===== src/rtl/pbcs_map.vh =====
/*
  register map, field positions, reset values and timing counts for the
  base clock selector; assumes 32-bit AXI4-Lite data, one register per word
*/
`ifndef PBCS_MAP_VH
`define PBCS_MAP_VH

`define PBCS_ADDR_W        4
`define PBCS_OFF_CTRL      4'h0
`define PBCS_OFF_BW        4'h4
`define PBCS_OFF_PROG      4'h8

// control register fields
`define PBCS_CTL_IE        7
`define PBCS_CTL_FLAG      6
`define PBCS_CTL_PON       5
`define PBCS_CTL_SEL       4
`define PBCS_CTL_RSVD      4'hf

// bandwidth register fields
`define PBCS_BW_AUTO       7
`define PBCS_BW_LOCK       6
`define PBCS_BW_ACQ        5

// program register fields
`define PBCS_MUL_HI        7
`define PBCS_MUL_LO        4
`define PBCS_RNG_HI        3
`define PBCS_RNG_LO        0
`define PBCS_MUL_RST       4'h6
`define PBCS_RNG_RST       4'h6
`define PBCS_NIB_ZERO      4'h0
`define PBCS_NIB_ONE       4'h1

// source change: edges counted on each side
`define PBCS_SW_EDGES      2'h3

`define PBCS_RESP_OKAY     2'h0
`define PBCS_RESP_SLVERR   2'h2

`endif


===== src/rtl/pbcs_top.v =====
/*
  base clock selector with register interface: picks crystal or vco clock,
  switches between them through a held transition, divides by two for the
  base clock and by four for the bus clock, and keeps the interlocks on the
  power-on, select and program fields.
  assumes both source clocks are slower than a quarter of clk_sys so that
  every edge is seen after synchronising; lock level comes from the analog
  lock detector; stop request is a clk_sys pulse from the integration logic.
  limitation: only a vco switched off during a change is timed by clk_sys cycles; a stopped crystal is waited on.
*/
// Register access over AXI4-Lite and the placing of the registers were left to the implementer.
`timescale 1ns/10ps
`default_nettype none
`include "pbcs_map.vh"

module pbcs_top (
  // clock and reset
  input  wire        clk_sys,
  input  wire        rst_b,
  // clock sources and analog status, asynchronous
  input  wire        crystal_ref_clock,
  input  wire        vco_clock,
  input  wire        pll_lock_in,
  input  wire        osc_enable_in,
  // integration logic, clk_sys domain
  input  wire        stop_req,
  output reg         base_clock_out,
  output reg         bus_clock_out,
  output reg         lock_irq_out,
  output reg         pll_enable_out,
  output reg  [3:0]  fb_divide_out,
  output reg  [3:0]  range_out,
  output reg         acq_track_out,
  // axi4-lite write
  input  wire [`PBCS_ADDR_W-1:0] s_axi_awaddr,
  input  wire        s_axi_awvalid,
  output reg         s_axi_awready,
  input  wire [31:0] s_axi_wdata,
  input  wire [3:0]  s_axi_wstrb,
  input  wire        s_axi_wvalid,
  output reg         s_axi_wready,
  output reg  [1:0]  s_axi_bresp,
  output reg         s_axi_bvalid,
  input  wire        s_axi_bready,
  // axi4-lite read
  input  wire [`PBCS_ADDR_W-1:0] s_axi_araddr,
  input  wire        s_axi_arvalid,
  output reg         s_axi_arready,
  output reg  [31:0] s_axi_rdata,
  output reg  [1:0]  s_axi_rresp,
  output reg         s_axi_rvalid,
  input  wire        s_axi_rready
);

  localparam [2:0] ST_RUN  = 3'b001;
  localparam [2:0] ST_OLD  = 3'b010;
  localparam [2:0] ST_NEW  = 3'b100;

  reg        rst_m_r;
  reg        rst_s_r;
  wire       rst_n = rst_s_r;

  always @(posedge clk_sys or negedge rst_b) begin
    if (!rst_b) begin
      rst_m_r <= 1'b0;
      rst_s_r <= 1'b0;
    end else begin
      rst_m_r <= 1'b1;
      rst_s_r <= rst_m_r;
    end
  end

  // a source edge reaches the counters three clk_sys later
  // synchronisers; stage 1 only feeds stage 2
  reg  [3:0] sync1_r;
  reg  [3:0] sync2_r;
  reg        xclk_d_r;
  reg        vclk_d_r;
  reg        lock_d_r;

  always @(posedge clk_sys or negedge rst_n) begin
    if (!rst_n) begin
      sync1_r  <= 4'h0;
      sync2_r  <= 4'h0;
      xclk_d_r <= 1'b0;
      vclk_d_r <= 1'b0;
      lock_d_r <= 1'b0;
    end else begin
      sync1_r  <= {osc_enable_in, pll_lock_in, vco_clock, crystal_ref_clock};
      sync2_r  <= sync1_r;
      xclk_d_r <= sync2_r[0];
      vclk_d_r <= sync2_r[1];
      lock_d_r <= sync2_r[2];
    end
  end

  wire osc_en  = sync2_r[3];
  wire lock_s  = sync2_r[2];
  wire xclk_en = sync2_r[0] & ~xclk_d_r & osc_en;
  wire vclk_en = sync2_r[1] & ~vclk_d_r & pll_enable_out;

  // registers
  reg        pll_power_on_r;
  reg        base_source_select_r;
  reg        irq_enable_r;
  reg        lock_change_flag_r;
  reg        auto_bw_r;
  reg        acq_manual_r;
  reg  [3:0] mul_r;
  reg  [3:0] rng_r;

  wire       rng_zero = (rng_r == `PBCS_NIB_ZERO);

  // axi handshakes: address and data taken together, read answered one cycle later, write two cycles later
  wire wr_go = s_axi_awvalid & s_axi_wvalid & ~s_axi_awready & ~s_axi_bvalid;
  wire rd_go = s_axi_arvalid & ~s_axi_arready & ~s_axi_rvalid;
  reg  [`PBCS_ADDR_W-1:0] awaddr_r;
  reg  [7:0] wbyte_r;
  reg        wlane_r;

  wire wr_ctl  = s_axi_awready & wlane_r & (awaddr_r == `PBCS_OFF_CTRL);
  wire wr_bw   = s_axi_awready & wlane_r & (awaddr_r == `PBCS_OFF_BW);
  wire wr_prg  = s_axi_awready & wlane_r & (awaddr_r == `PBCS_OFF_PROG);
  wire rd_ctl  = rd_go & (s_axi_araddr == `PBCS_OFF_CTRL);
  wire lock_tg = auto_bw_r & (lock_s ^ lock_d_r);
  // mapped offsets answer okay, the rest a slave error
  wire aw_hit  = (awaddr_r == `PBCS_OFF_CTRL) | (awaddr_r == `PBCS_OFF_BW) |
                 (awaddr_r == `PBCS_OFF_PROG);

  always @(posedge clk_sys or negedge rst_n) begin
    if (!rst_n) begin
      s_axi_awready <= 1'b0;
      s_axi_wready  <= 1'b0;
      s_axi_bvalid  <= 1'b0;
      s_axi_bresp   <= `PBCS_RESP_OKAY;
      awaddr_r      <= {`PBCS_ADDR_W{1'b0}};
      wbyte_r       <= 8'h00;
      wlane_r       <= 1'b0;
    end else begin
      s_axi_awready <= wr_go;
      s_axi_wready  <= wr_go;
      if (wr_go) begin
        awaddr_r <= s_axi_awaddr;
        wbyte_r  <= s_axi_wdata[7:0];
        wlane_r  <= s_axi_wstrb[0];
      end
      if (s_axi_awready) begin
        s_axi_bvalid <= 1'b1;
        s_axi_bresp  <= aw_hit ? `PBCS_RESP_OKAY : `PBCS_RESP_SLVERR;
      end else if (s_axi_bready) begin
        s_axi_bvalid <= 1'b0;
      end
    end
  end

  always @(posedge clk_sys or negedge rst_n) begin
    if (!rst_n) begin
      s_axi_arready <= 1'b0;
      s_axi_rvalid  <= 1'b0;
      s_axi_rdata   <= 32'h0000_0000;
      s_axi_rresp   <= `PBCS_RESP_OKAY;
    end else begin
      s_axi_arready <= rd_go;
      if (rd_go) begin
        s_axi_rvalid <= 1'b1;
        s_axi_rresp  <= `PBCS_RESP_OKAY;
        case (s_axi_araddr)
          `PBCS_OFF_CTRL: s_axi_rdata <= {24'h000000, irq_enable_r,
                                          lock_change_flag_r & auto_bw_r,
                                          pll_power_on_r, base_source_select_r,
                                          `PBCS_CTL_RSVD};
          `PBCS_OFF_BW:   s_axi_rdata <= {24'h000000, auto_bw_r, lock_s & auto_bw_r,
                                          acq_track_out, 5'h00};
          `PBCS_OFF_PROG: s_axi_rdata <= {24'h000000, mul_r, rng_r};
          default: begin
            s_axi_rdata <= 32'h0000_0000;
            s_axi_rresp <= `PBCS_RESP_SLVERR;
          end
        endcase
      end else if (s_axi_rready) begin
        s_axi_rvalid <= 1'b0;
      end
    end
  end

  // next values for the interlocked fields
  reg        pll_power_on_nxt;
  reg        base_source_select_nxt;
  reg        lock_change_flag_nxt;
  reg  [3:0] mul_nxt;
  reg  [3:0] rng_nxt;

  // power is frozen while the select field asks for the vco
  wire       pon_locked = base_source_select_r;
  // select needs power on before the write and kept on by it
  wire       sel_allow  = pll_power_on_r & wbyte_r[`PBCS_CTL_PON] & ~rng_zero;

  always @* begin
    pll_power_on_nxt       = pll_power_on_r;
    base_source_select_nxt = base_source_select_r;
    lock_change_flag_nxt   = lock_change_flag_r;
    mul_nxt                = mul_r;
    rng_nxt                = rng_r;
    if (wr_ctl) begin
      if (!pon_locked)
        pll_power_on_nxt = wbyte_r[`PBCS_CTL_PON];
      base_source_select_nxt = wbyte_r[`PBCS_CTL_SEL] & sel_allow;
    end
    // stop and a zero range override any write in the same cycle
    if (stop_req || rng_zero)
      base_source_select_nxt = 1'b0;
    // program fields frozen while the loop runs
    if (wr_prg && !pll_power_on_r) begin
      mul_nxt = wbyte_r[`PBCS_MUL_HI:`PBCS_MUL_LO];
      rng_nxt = wbyte_r[`PBCS_RNG_HI:`PBCS_RNG_LO];
    end
    // a toggle in the clearing cycle keeps the flag set
    if (lock_tg)
      lock_change_flag_nxt = 1'b1;
    else if (rd_ctl)
      lock_change_flag_nxt = 1'b0;
  end

  // control fields and interlocks, checked against the current state
  always @(posedge clk_sys or negedge rst_n) begin
    if (!rst_n) begin
      pll_power_on_r       <= 1'b1;
      base_source_select_r <= 1'b0;
      irq_enable_r         <= 1'b0;
      lock_change_flag_r   <= 1'b0;
      auto_bw_r            <= 1'b0;
      acq_manual_r         <= 1'b0;
      mul_r                <= `PBCS_MUL_RST;
      rng_r                <= `PBCS_RNG_RST;
    end else begin
      pll_power_on_r       <= pll_power_on_nxt;
      base_source_select_r <= base_source_select_nxt;
      lock_change_flag_r   <= lock_change_flag_nxt;
      mul_r                <= mul_nxt;
      rng_r                <= rng_nxt;
      if (wr_ctl && auto_bw_r)
        irq_enable_r <= wbyte_r[`PBCS_CTL_IE];
      if (wr_bw) begin
        auto_bw_r <= wbyte_r[`PBCS_BW_AUTO];
        if (!auto_bw_r)
          acq_manual_r <= wbyte_r[`PBCS_BW_ACQ];
        if (!wbyte_r[`PBCS_BW_AUTO])
          irq_enable_r <= 1'b0;
      end
    end
  end

  // analog side controls
  always @(posedge clk_sys or negedge rst_n) begin
    if (!rst_n) begin
      pll_enable_out <= 1'b0;
      fb_divide_out  <= `PBCS_NIB_ONE;
      range_out      <= `PBCS_RNG_RST;
      acq_track_out  <= 1'b0;
      lock_irq_out   <= 1'b0;
    end else begin
      pll_enable_out <= pll_power_on_r & ~rng_zero & osc_en;
      // zero mapped here so the feedback divider never sees it
      fb_divide_out  <= (mul_r == `PBCS_NIB_ZERO) ? `PBCS_NIB_ONE : mul_r;
      range_out      <= rng_r;
      acq_track_out  <= auto_bw_r ? lock_s : acq_manual_r;
      lock_irq_out   <= lock_change_flag_r & irq_enable_r & auto_bw_r;
    end
  end

  // transition control and dividers
  reg  [2:0] sw_state_r;
  reg        cur_src_r;
  reg  [1:0] edge_cnt_r;

  wire want_vco = base_source_select_r & pll_enable_out;
  wire cur_en   = cur_src_r ? vclk_en : xclk_en;
  wire new_en   = cur_src_r ? xclk_en : vclk_en;

  always @(posedge clk_sys or negedge rst_n) begin
    if (!rst_n) begin
      sw_state_r     <= ST_RUN;
      cur_src_r      <= 1'b0;
      edge_cnt_r     <= 2'h0;
      base_clock_out <= 1'b0;
      bus_clock_out  <= 1'b0;
    end else begin
      case (sw_state_r)
        ST_RUN: begin
          if (want_vco != cur_src_r) begin
            sw_state_r <= ST_OLD;
            edge_cnt_r <= 2'h0;
          end else if (cur_en) begin
            base_clock_out <= ~base_clock_out;
            if (!base_clock_out)
              bus_clock_out <= ~bus_clock_out;
          end
        end
        // output held in both wait states; halves only ever stretch
        ST_OLD: begin
          if (cur_en || (cur_src_r && !pll_enable_out))
            edge_cnt_r <= edge_cnt_r + 2'h1;
          if (edge_cnt_r == `PBCS_SW_EDGES) begin
            sw_state_r <= ST_NEW;
            edge_cnt_r <= 2'h0;
          end
        end
        ST_NEW: begin
          // a vco switched off mid-change is timed by clk_sys, never waited on
          if (new_en || (!cur_src_r && !pll_enable_out))
            edge_cnt_r <= edge_cnt_r + 2'h1;
          if (edge_cnt_r == `PBCS_SW_EDGES) begin
            sw_state_r <= ST_RUN;
            cur_src_r  <= ~cur_src_r;
          end
        end
        default: sw_state_r <= ST_RUN;
      endcase
    end
  end

endmodule // pbcs_top

`default_nettype wire


===== config.mk =====
export PLATFORM = sky130hd
export DESIGN_NAME = pbcs_top
export DESIGN_NICKNAME = d
export VERILOG_FILES = /design/src/rtl/pbcs_top.v
export VERILOG_INCLUDE_DIRS = /design/src /design/src/rtl
export SDC_FILE = /design/constraint.sdc
export NUM_CORES = 1
export LEC_CHECK = 0
export CELL_PAD_IN_SITES_DETAIL_PLACEMENT = 0
export CELL_PAD_IN_SITES_GLOBAL_PLACEMENT = 1
export CORE_ASPECT_RATIO = 0.6
export CORE_UTILIZATION = 52
export CTS_CLUSTER_SIZE = 40
export DETAILED_ROUTE_END_ITERATION = 10
export DONT_BUFFER_PORTS = 1
export PLACE_DENSITY_LB_ADDON = 0.1
export SLEW_MARGIN = 10
export SYNTH_ARGS = -nofsm -noshare
export SYNTH_HDL_FRONTEND = slang
export SYNTH_SLANG_ARGS = --single-unit

===== constraint.sdc =====
create_clock -name clk_sys -period 4.64 [get_ports clk_sys]
set_clock_uncertainty 0.2 [all_clocks]
set_input_delay 0.928 -clock clk_sys [delete_from_list [all_inputs] [get_ports clk_sys]]
set_output_delay 0.928 -clock clk_sys [all_outputs]
set_load 0.005 [all_outputs]

==> qor.yml, run 1 <==
outcome: "finished, final reports clean"
synth-edff-count: 0
wl_per_cell_um: 15.9
grtUsageMet3: 0.0928
synth_area_per_cell_um2: 12.1
comb_power_share: 0.179
grt_pass1_wl_um: 8710
post-cts-setup-buffers: 0
clock-sinks: 73
core-area_um2: 5700
r2r_slack_ps: 2460
grt_busiest_layer: "met1"
ys_warn_count: 0
met2_usage: 0.231
worst-path-buf-inv: 0
drtIter0Drc: 64
cp_cell_sequence: "nand2_1 -> nor3_2 -> mux2_2"
ys_seq_elements: 73
synthCells: 261
worstMarginPinSlew_ps: 1110
p_leak_nw: 1.49
drcViolationCount: 0
drt_first_pass_iters: 4
worst_setup_path_start_kind: "input pin"
synth_area_um2: 3160
wl_um: 5410
crit_slowest_cell: "nor3_2"
synth_cell_types: 45
slew_violations: 0
startpoint: "s_axi_awvalid"
r2r_end: "wbyte_r[0]"
antenna_found_initial: 0
p_clk_frac: 0.267
crit_fanout: 14
fp.dieH_um: 62.4
switching_share: 0.298
layout_min_cycle_time_ps: 2210
tns_ps: 0
grt_use_met1: 0.285
path_clk_slew_ps: 70
cts_resized: 0
p_int_mw: 1.20
yosysSeqAreaShare: 0.582
reg2regPathDepth: 2
cts_tree: "built"
drv_cap: 0
hold_violations: 0
die_w_um: 103
seq_power_share: 0.554
drive_above_1_share: 0.211
vdd_drop_max_uv: 288
p_total_mw: 1.71
ant_nets: 0
place_hpwl_um: 3730
start_util: 0.554
grt_usage: 0.187
nNetsFinal: 314
hold_buffers: 0
fillCellCount: 500
async_flop_share: 1.00
cp_top_family: "simple AND/OR/NAND/NOR gates"
diodes: 0
die_area_um2: 6400
fmax_mhz: 453
cp-end-kind: "flop"
vias: 1768
root_buffer: "clkbuf_8"
cp.arrival_ps: 2230
reg2reg_from: "s_axi_wready"
cts_buffers: 9
worstSkewPairLatency_ps: 340
min_path_type: "reg -> async"
port_buffers: 0
power_density_nw_per_um2: 523
row_count: 21
slew_headroom: 0.259
grt_pass1_vias: 1666
path_class: "in -> reg"
h-tree-depth: 3
whs_ps: 19.4
clock_path_buffers: 2
finalSetupViolCount: 0
cpPeakStageDelay_ps: 830
gr-total-overflow: 0
rsz0062_at_grt: "no"
switching_power_uw: 512
gp_congestion: 0.771
io_pins: 110
synth_flop_cell: "dfrtp_1"
grt_max_degree: 52
worstPathRequired_ps: 4660
areaGrowthSynthToFinish_pct: 3.84
finalCritPeriodShare: 0.475
avgViaCountPerCell: 5.18
final_util: 0.576
==> Yosys cell counts, drive strengths merged (4+ instances only) <==
cell    instances  area (um2)
clkbuf          9        33.8
dfrtp          64        1600
mux2i           5        50.1
xor2            5        43.8
o21ai           9        45.0
dfstp           9         236
nor3b           5        37.5
nor2           11        43.8
nor3            4        20.0
buf            32         234
nor2b           8        50.1
nand2          20        75.1
mux2           25         312
inv             6        22.5
o31ai           5        37.5
a21oi           5        25.0
==> layer usage <==
metal,share of wire,wire [um]
met1,0.52,2820
met2,0.39,2090
met3,0.082,441
met5,0,0
met4,0.011,59
==> sequential cells by signal, indices dropped and copies added, names as in the netlist, 2 cells and up <==
signal	flops
sw_state_r	3
range_out	4
sync1_r	4
edge_cnt_r	2
awaddr_r	4
s_axi_rdata	8
fb_divide_out	4
sync2_r	4
rng_r	4
mul_r	4
wbyte_r	8
==> cell type report <==
| type | instances | area (um2) | area share |
|---|---|---|---|
| clock buffers | 13 | 169 | 0.0515 |
| clock inverters | 2 | 12.5 | 0.00381 |
| inverters | 6 | 22.5 | 0.00686 |
| multi-input cells | 166 | 1130 | 0.345 |
| flip-flops and latches | 73 | 1840 | 0.560 |
| well taps | 80 | 100 | 0.0305 |
| repair buffers | 1 | 7.51 | 0.00229 |
==> how the worst max path moves through the flow <==
stage,cells after the start,slack [ps],endpoint
after floorplan,0,2270,acq_manual_r
after global placement,3,2060,wbyte_r[0]
after detailed placement,3,2080,wbyte_r[0]
after CTS,2,2440,wbyte_r[2]
after global routing,3,2300,s_axi_rdata[7]
final,3,2430,wbyte_r[0]
==> cell usage in the layout (no fill, tap or decap), types with 2 or more instances in the layout <==
cell      count
o41ai_1       2
nor2b_1       8
a31oi_1       3
nor3_1        3
nand2_1      20
o31ai_1       5
dfrtp_1      63
nand3b_1      2
a22o_1        3
nor3b_1       5
inv_1         6
a32oi_1       2
clkbuf_8     12
o21ai_0       9
nand3_1       2
mux2i_1       5
conb_1       27
nand2b_1      3
nor2_1       10
or2_2         2
mux2_2       17
mux2_4        8
a21oi_1       5
dfstp_2       9
xor2_1        5
and3_1        2
o22a_1        2
==> metrics by stage <==
step / setup WS, ps / instance area (um2) / std cells
after detailed placement: 2080 / 3100 / 326
after global routing: 2300 / 3280 / 341
after CTS: 2440 / 3280 / 341
final: 2430 / 3280 / 341
after floorplan: 2270 / 3250 / 286
after global placement: 2060 / 3100 / 326
==> cell families (layout without fill, tap and decap cells) <==
kind of cell / after synthesis / after routing / synth area share
compound gates: 36 / 36 / 0.0780
xor+xnor: 6 / 6 / 0.0166
fa+ha+maj: 1 / 1 / 0.00396
buf+inv: 47 / 22 / 0.0918
flops: 73 / 73 / 0.582
mux: 30 / 30 / 0.114
other cells: 2 / 27 / 0.00238
simple gates: 66 / 66 / 0.111
==> power groups by stage <==
stage	registers, mW	clock network [mW]	logic [mW]
finish	0.950	0.458	0.306
global route	0.976	0.502	0.344
CTS	0.953	0.473	0.308
detailed placement	0.963	0	0.309
global placement	0.961	0	0.297
floorplan	0.890	0	0.318
(Power assumes the default switching activity.)
==> run 2: changes to the inputs <==
CORE_UTILIZATION = 43   (was 52)
clock period = 2 ns   (was 4.64 ns; I/O delays follow)
==> run 2 against run 1 <==
  * Total power rose to 2.8 times the previous value
  * Sequential share of layout area down 5.8 points
  * Highest routed layer is now met5
  * Global-route usage down 1.7 points
==> qor.yml, run 2 (same netlist as run 1, synthesis figures left out) <==
h-tree-depth: 3
die_w_um: 113
p_leak_nw: 1.67
die_area_um2: 7710
worst_setup_path_start_kind: "flop"
comb_power_share: 0.186
vdd_drop_max_uv: 627
hold_violations: 0
antenna_found_initial: 1
drt_first_pass_iters: 4
areaGrowthSynthToFinish_pct: 16.0
fp.dieH_um: 68.4
worstSkewPairLatency_ps: 330
vias: 1860
clock_path_buffers: 2
final_area_um2: 3660
clock-sinks: 73
finalSetupViolCount: 0
top_regs: "s_axi_rdata (8), wbyte_r (8)"
grt_usage: 0.170
final_util: 0.533
worstPathRequired_ps: 2020
cp.arrival_ps: 1930
place_inst: 348
wl_per_cell_um: 15.5
io_pins: 110
fin_cells: 373
cts_tree: "built"
grt_max_degree: 32
wl_um: 5770
root_buffer: "clkbuf_16"
power_density_nw_per_um2: 1300
cpPeakStageDelay_ps: 490
rsz0062_at_grt: "no"
ant_nets: 0
diodes: 0
finalCritPeriodShare: 0.959
drv_cap: 0
cts_buffers: 9
outcome: "finished, final reports clean"
core-area_um2: 6880
switching_power_mw: 1.32
path_class: "reg -> reg"
fillCellCount: 606
drive_above_1_share: 0.262
dpl_cell_area_um2: 3230
grt_pass1_vias: 1793
drtIter0Drc: 85
port_buffers: 0
p_clk_frac: 0.356
switching_share: 0.277
path_clk_slew_ps: 60
place_hpwl_um: 4120
drcViolationCount: 0
cp-end-kind: "flop"
gr-total-overflow: 0
seq_power_share: 0.457
start_util: 0.460
crit_fanout: 8
fmax_mhz: 521
final_cell_mix: "62 x dfrtp_1, 27 x conb_1, 19 x nand2_1"
min_path_type: "reg -> async"
avgViaCountPerCell: 4.99
slew_violations: 0
whs_ps: 10.7
layout_min_cycle_time_ps: 1920
final_common_cell: "dfrtp_1"
row_count: 23
nNetsFinal: 338
cp_cell_sequence: "nor2_4 -> nand3_1 -> or4b_1 -> buf_6 -> mux2_4"
p_int_mw: 3.44
crit_slowest_cell: "or4b_1"
gp_congestion: 0.724
tns_ps: 0
grt_pass1_wl_um: 9330
## run 2: changes by cell type in the layout (fill, tap and decap cells not counted), sizes merged
| cell | delta |
|---|---|
| dlygate4sd3 | +9 |
| clkinvlp | +3 |
| buf | +15 |
| clkbuf | -4 |
| bufinv | +2 |
## run 2: metal layers
metal | track usage | share of wire | wire length [um] | up-vias
met5 | 0 | 0.0024 | 14 | -
met4 | 0.0800 | 0.015 | 85 | 2
met3 | 0.0788 | 0.076 | 437 | 9
met2 | 0.221 | 0.39 | 2270 | 64
met1 | 0.235 | 0.51 | 2970 | 902
li1 | - | - | - | 883
## run 2: final timing paths
| kind | from | endpoint | slack [ps] | cells past startpoint |
|---|---|---|---|---|
| min in group clk_sys | s_axi_awaddr[0] | awaddr_r[0] | 10 | 1 |
| worst max-delay path | awaddr_r[1] | rng_r[3] | 80 | 5 |
| worst max register to register | awaddr_r[1] | rng_r[3] | 80 | 5 |
| max in group asynchronous | rst_n | auto_bw_r | 920 | 1 |
| worst min-delay path | rst_n | acq_track_out | 10 | 0 |
| worst min register to register | rst_n | acq_track_out | 10 | 0 |
## run 2: through the flow
step,setup slack (ps),power [mW]
finish,81.9,4.76
global route,2.29,5.01
detailed placement,46.0,3.06
floorplan,161,2.80
CTS,33.6,4.79
global placement,61.7,3.04
## run 2: critical path, delay by kind of cell, from the launching register on
kind                   cells  cell delay (ps)
buffers and inverters      1              170
DFF                        1              410
muxes                      1              300
and+or+nand+nor            3              710
## run 2: repair_timing
action / in CTS / in global routing
endpoints found under the setup margin: 0 / 7
resized for setup: 0 / 5
hold buffers: 8 / 1
hold endpoints to repair: 8 / 1
setup buffers: 0 / 0
## run 2: power groups by stage
| stage | combinational [mW] | sequential (mW) | clock [mW] |
|---|---|---|---|
| floorplan | 0.738 | 2.07 | 0 |
| global placement | 0.856 | 2.19 | 0 |
| detailed placement | 0.867 | 2.20 | 0 |
| CTS | 0.881 | 2.17 | 1.74 |
| global route | 0.992 | 2.23 | 1.79 |
| finish | 0.887 | 2.18 | 1.70 |
## run 2: area by class of cell
cell class              instances  area (um2)  share of cell area
multi-input cells             166        1150               0.313
inverters                       6        22.5             0.00615
clock inverters                 7        95.1              0.0259
clock buffers                   9         225              0.0615
well taps                      87         109              0.0297
flip-flops and latches         73        1840               0.502
repair buffers                 25         226              0.0618
==> run 3: changes to the inputs <==
RECOVER_POWER = 100   (was not set)
==> run 3 against run 2 <==
  * Worst setup slack improved by 3.2 ps
  * Non-clock buffer count stayed put
  * Clock power about the same
  * Clock-buffer cell count stayed put
  * Sequential cell count unchanged
  * First-iteration DRC count is 4.7% higher
==> qor.yml, run 3 (same netlist as run 1, synthesis figures left out) <==
p_total_mw: 4.71
worst-path-buf-inv: 1
antenna_found_initial: 1
slew_headroom: 0.504
cp-end-kind: "flop"
final_common_cell: "dfrtp_1"
drv_cap: 0
drive_above_1_share: 0.213
areaGrowthSynthToFinish_pct: 14.6
reg2regPathDepth: 5
root_buffer: "clkbuf_16"
io_pins: 110
worstMarginPinSlew_ps: 745
h-tree-depth: 3
rsz0062_at_grt: "no"
min_path_type: "in -> reg"
pre_cts_slack_ps: 46.0
worstSkewPairLatency_ps: 330
r2r_slack_ps: 90
power_density_nw_per_um2: 1300
vias: 1879
die_w_um: 113
final_cell_mix: "64 x dfrtp_1, 27 x conb_1, 19 x nand2_1"
ant_nets: 0
cp_cell_sequence: "nor2_4 -> nand3_1 -> or4b_1 -> buf_6 -> mux2_4"
cp-endpoint: "rng_r[3]"
clock_path_buffers: 2
r2r_end: "rng_r[3]"
layout_min_cycle_time_ps: 1910
cp.arrival_ps: 1930
layout_setup_ws_ps: 85.1
cpPeakStageDelay_ps: 490
post-cts-setup-buffers: 0
slew_violations: 0
die_area_um2: 7710
start_util: 0.460
cts_buffers: 9
diodes: 0
wl_um: 5790
port_buffers: 0
hold_violations: 0
cts_tree: "built"
path_class: "reg -> reg"
gp_congestion: 0.724
worstPathRequired_ps: 2020
row_count: 23
drtIter0Drc: 89
path_clk_slew_ps: 60
grt_pass1_vias: 1793
gr-total-overflow: 0
cp_top_family: "simple AND/OR/NAND/NOR gates"
nNetsFinal: 338
wl_per_cell_um: 15.5
worst_setup_path_start_kind: "flop"
startpoint: "awaddr_r[1]"
fmax_mhz: 522
drt_first_pass_iters: 4
vdd_drop_max_uv: 626
fillCellCount: 612
finalSetupViolCount: 0
clock-sinks: 73
drcViolationCount: 0
p_leak_nw: 1.64
grt_pass1_wl_um: 9330
place_hpwl_um: 4120
grt_max_degree: 32
finalCritPeriodShare: 0.957
outcome: "finished, final reports clean"
top_regs: "s_axi_rdata (8), wbyte_r (8)"
core-area_um2: 6880
crit_slowest_cell: "or4b_1"
avgViaCountPerCell: 5.04
tns_ps: 0
crit_fanout: 8
fp.dieH_um: 68.4
cp.depth: 5
grt_usage: 0.170
reg2reg_from: "awaddr_r[1]"
[run 3: final cells by class]
class | count | area [um2] | share of cell area
well taps | 87 | 109 | 0.0301
multi-input cells | 166 | 1130 | 0.313
inverters | 6 | 22.5 | 0.00622
clock buffers | 9 | 225 | 0.0622
clock inverters | 7 | 95.1 | 0.0263
flip-flops and latches | 73 | 1840 | 0.508
repair buffers | 25 | 198 | 0.0546
[run 3: metal layers]
metal,wire length [um],GRT usage
met4,85,0.0800
met1,2970,0.235
met2,2270,0.221
met5,14,0
met3,441,0.0788
[run 3: how the worst min path moves through the flow]
stage / from / endpoint / cells past startpoint
after global placement: rst_b / rst_m_r / 0
after detailed placement: rst_b / rst_m_r / 0
final: s_axi_awaddr[0] / awaddr_r[0] / 1
after global routing: s_axi_wdata[0] / wbyte_r[0] / 1
after CTS: s_axi_awaddr[0] / awaddr_r[0] / 1
after floorplan: rst_b / rst_m_r / 0
[run 3: where the power goes]
group	total, mW	switching (mW)	internal, mW
combinational	0.859	0.395	0.464
sequential	2.16	0.316	1.84
clock	1.69	0.607	1.09
total	4.71	1.32	3.39
[run 3: metrics by stage]
| stage | instance area [um2] | hold slack [ps] | instances | utilization |
|---|---|---|---|---|
| after floorplan | 3260 | -95.6 | 286 | - |
| after global placement | 3230 | -95.6 | 348 | 0.470 |
| after detailed placement | 3230 | -95.6 | 348 | 0.470 |
| after CTS | 3630 | 1.15 | 372 | 0.528 |
| after global routing | 3620 | 1.27 | 373 | 0.526 |
| final | 3620 | 13.7 | 373 | 0.526 |
[run 3: timing repair]
action / CTS / global route
resized for setup: 0 / 5
hold endpoints to repair: 8 / 1
endpoints found under the setup margin: 0 / 7
hold buffers: 8 / 1
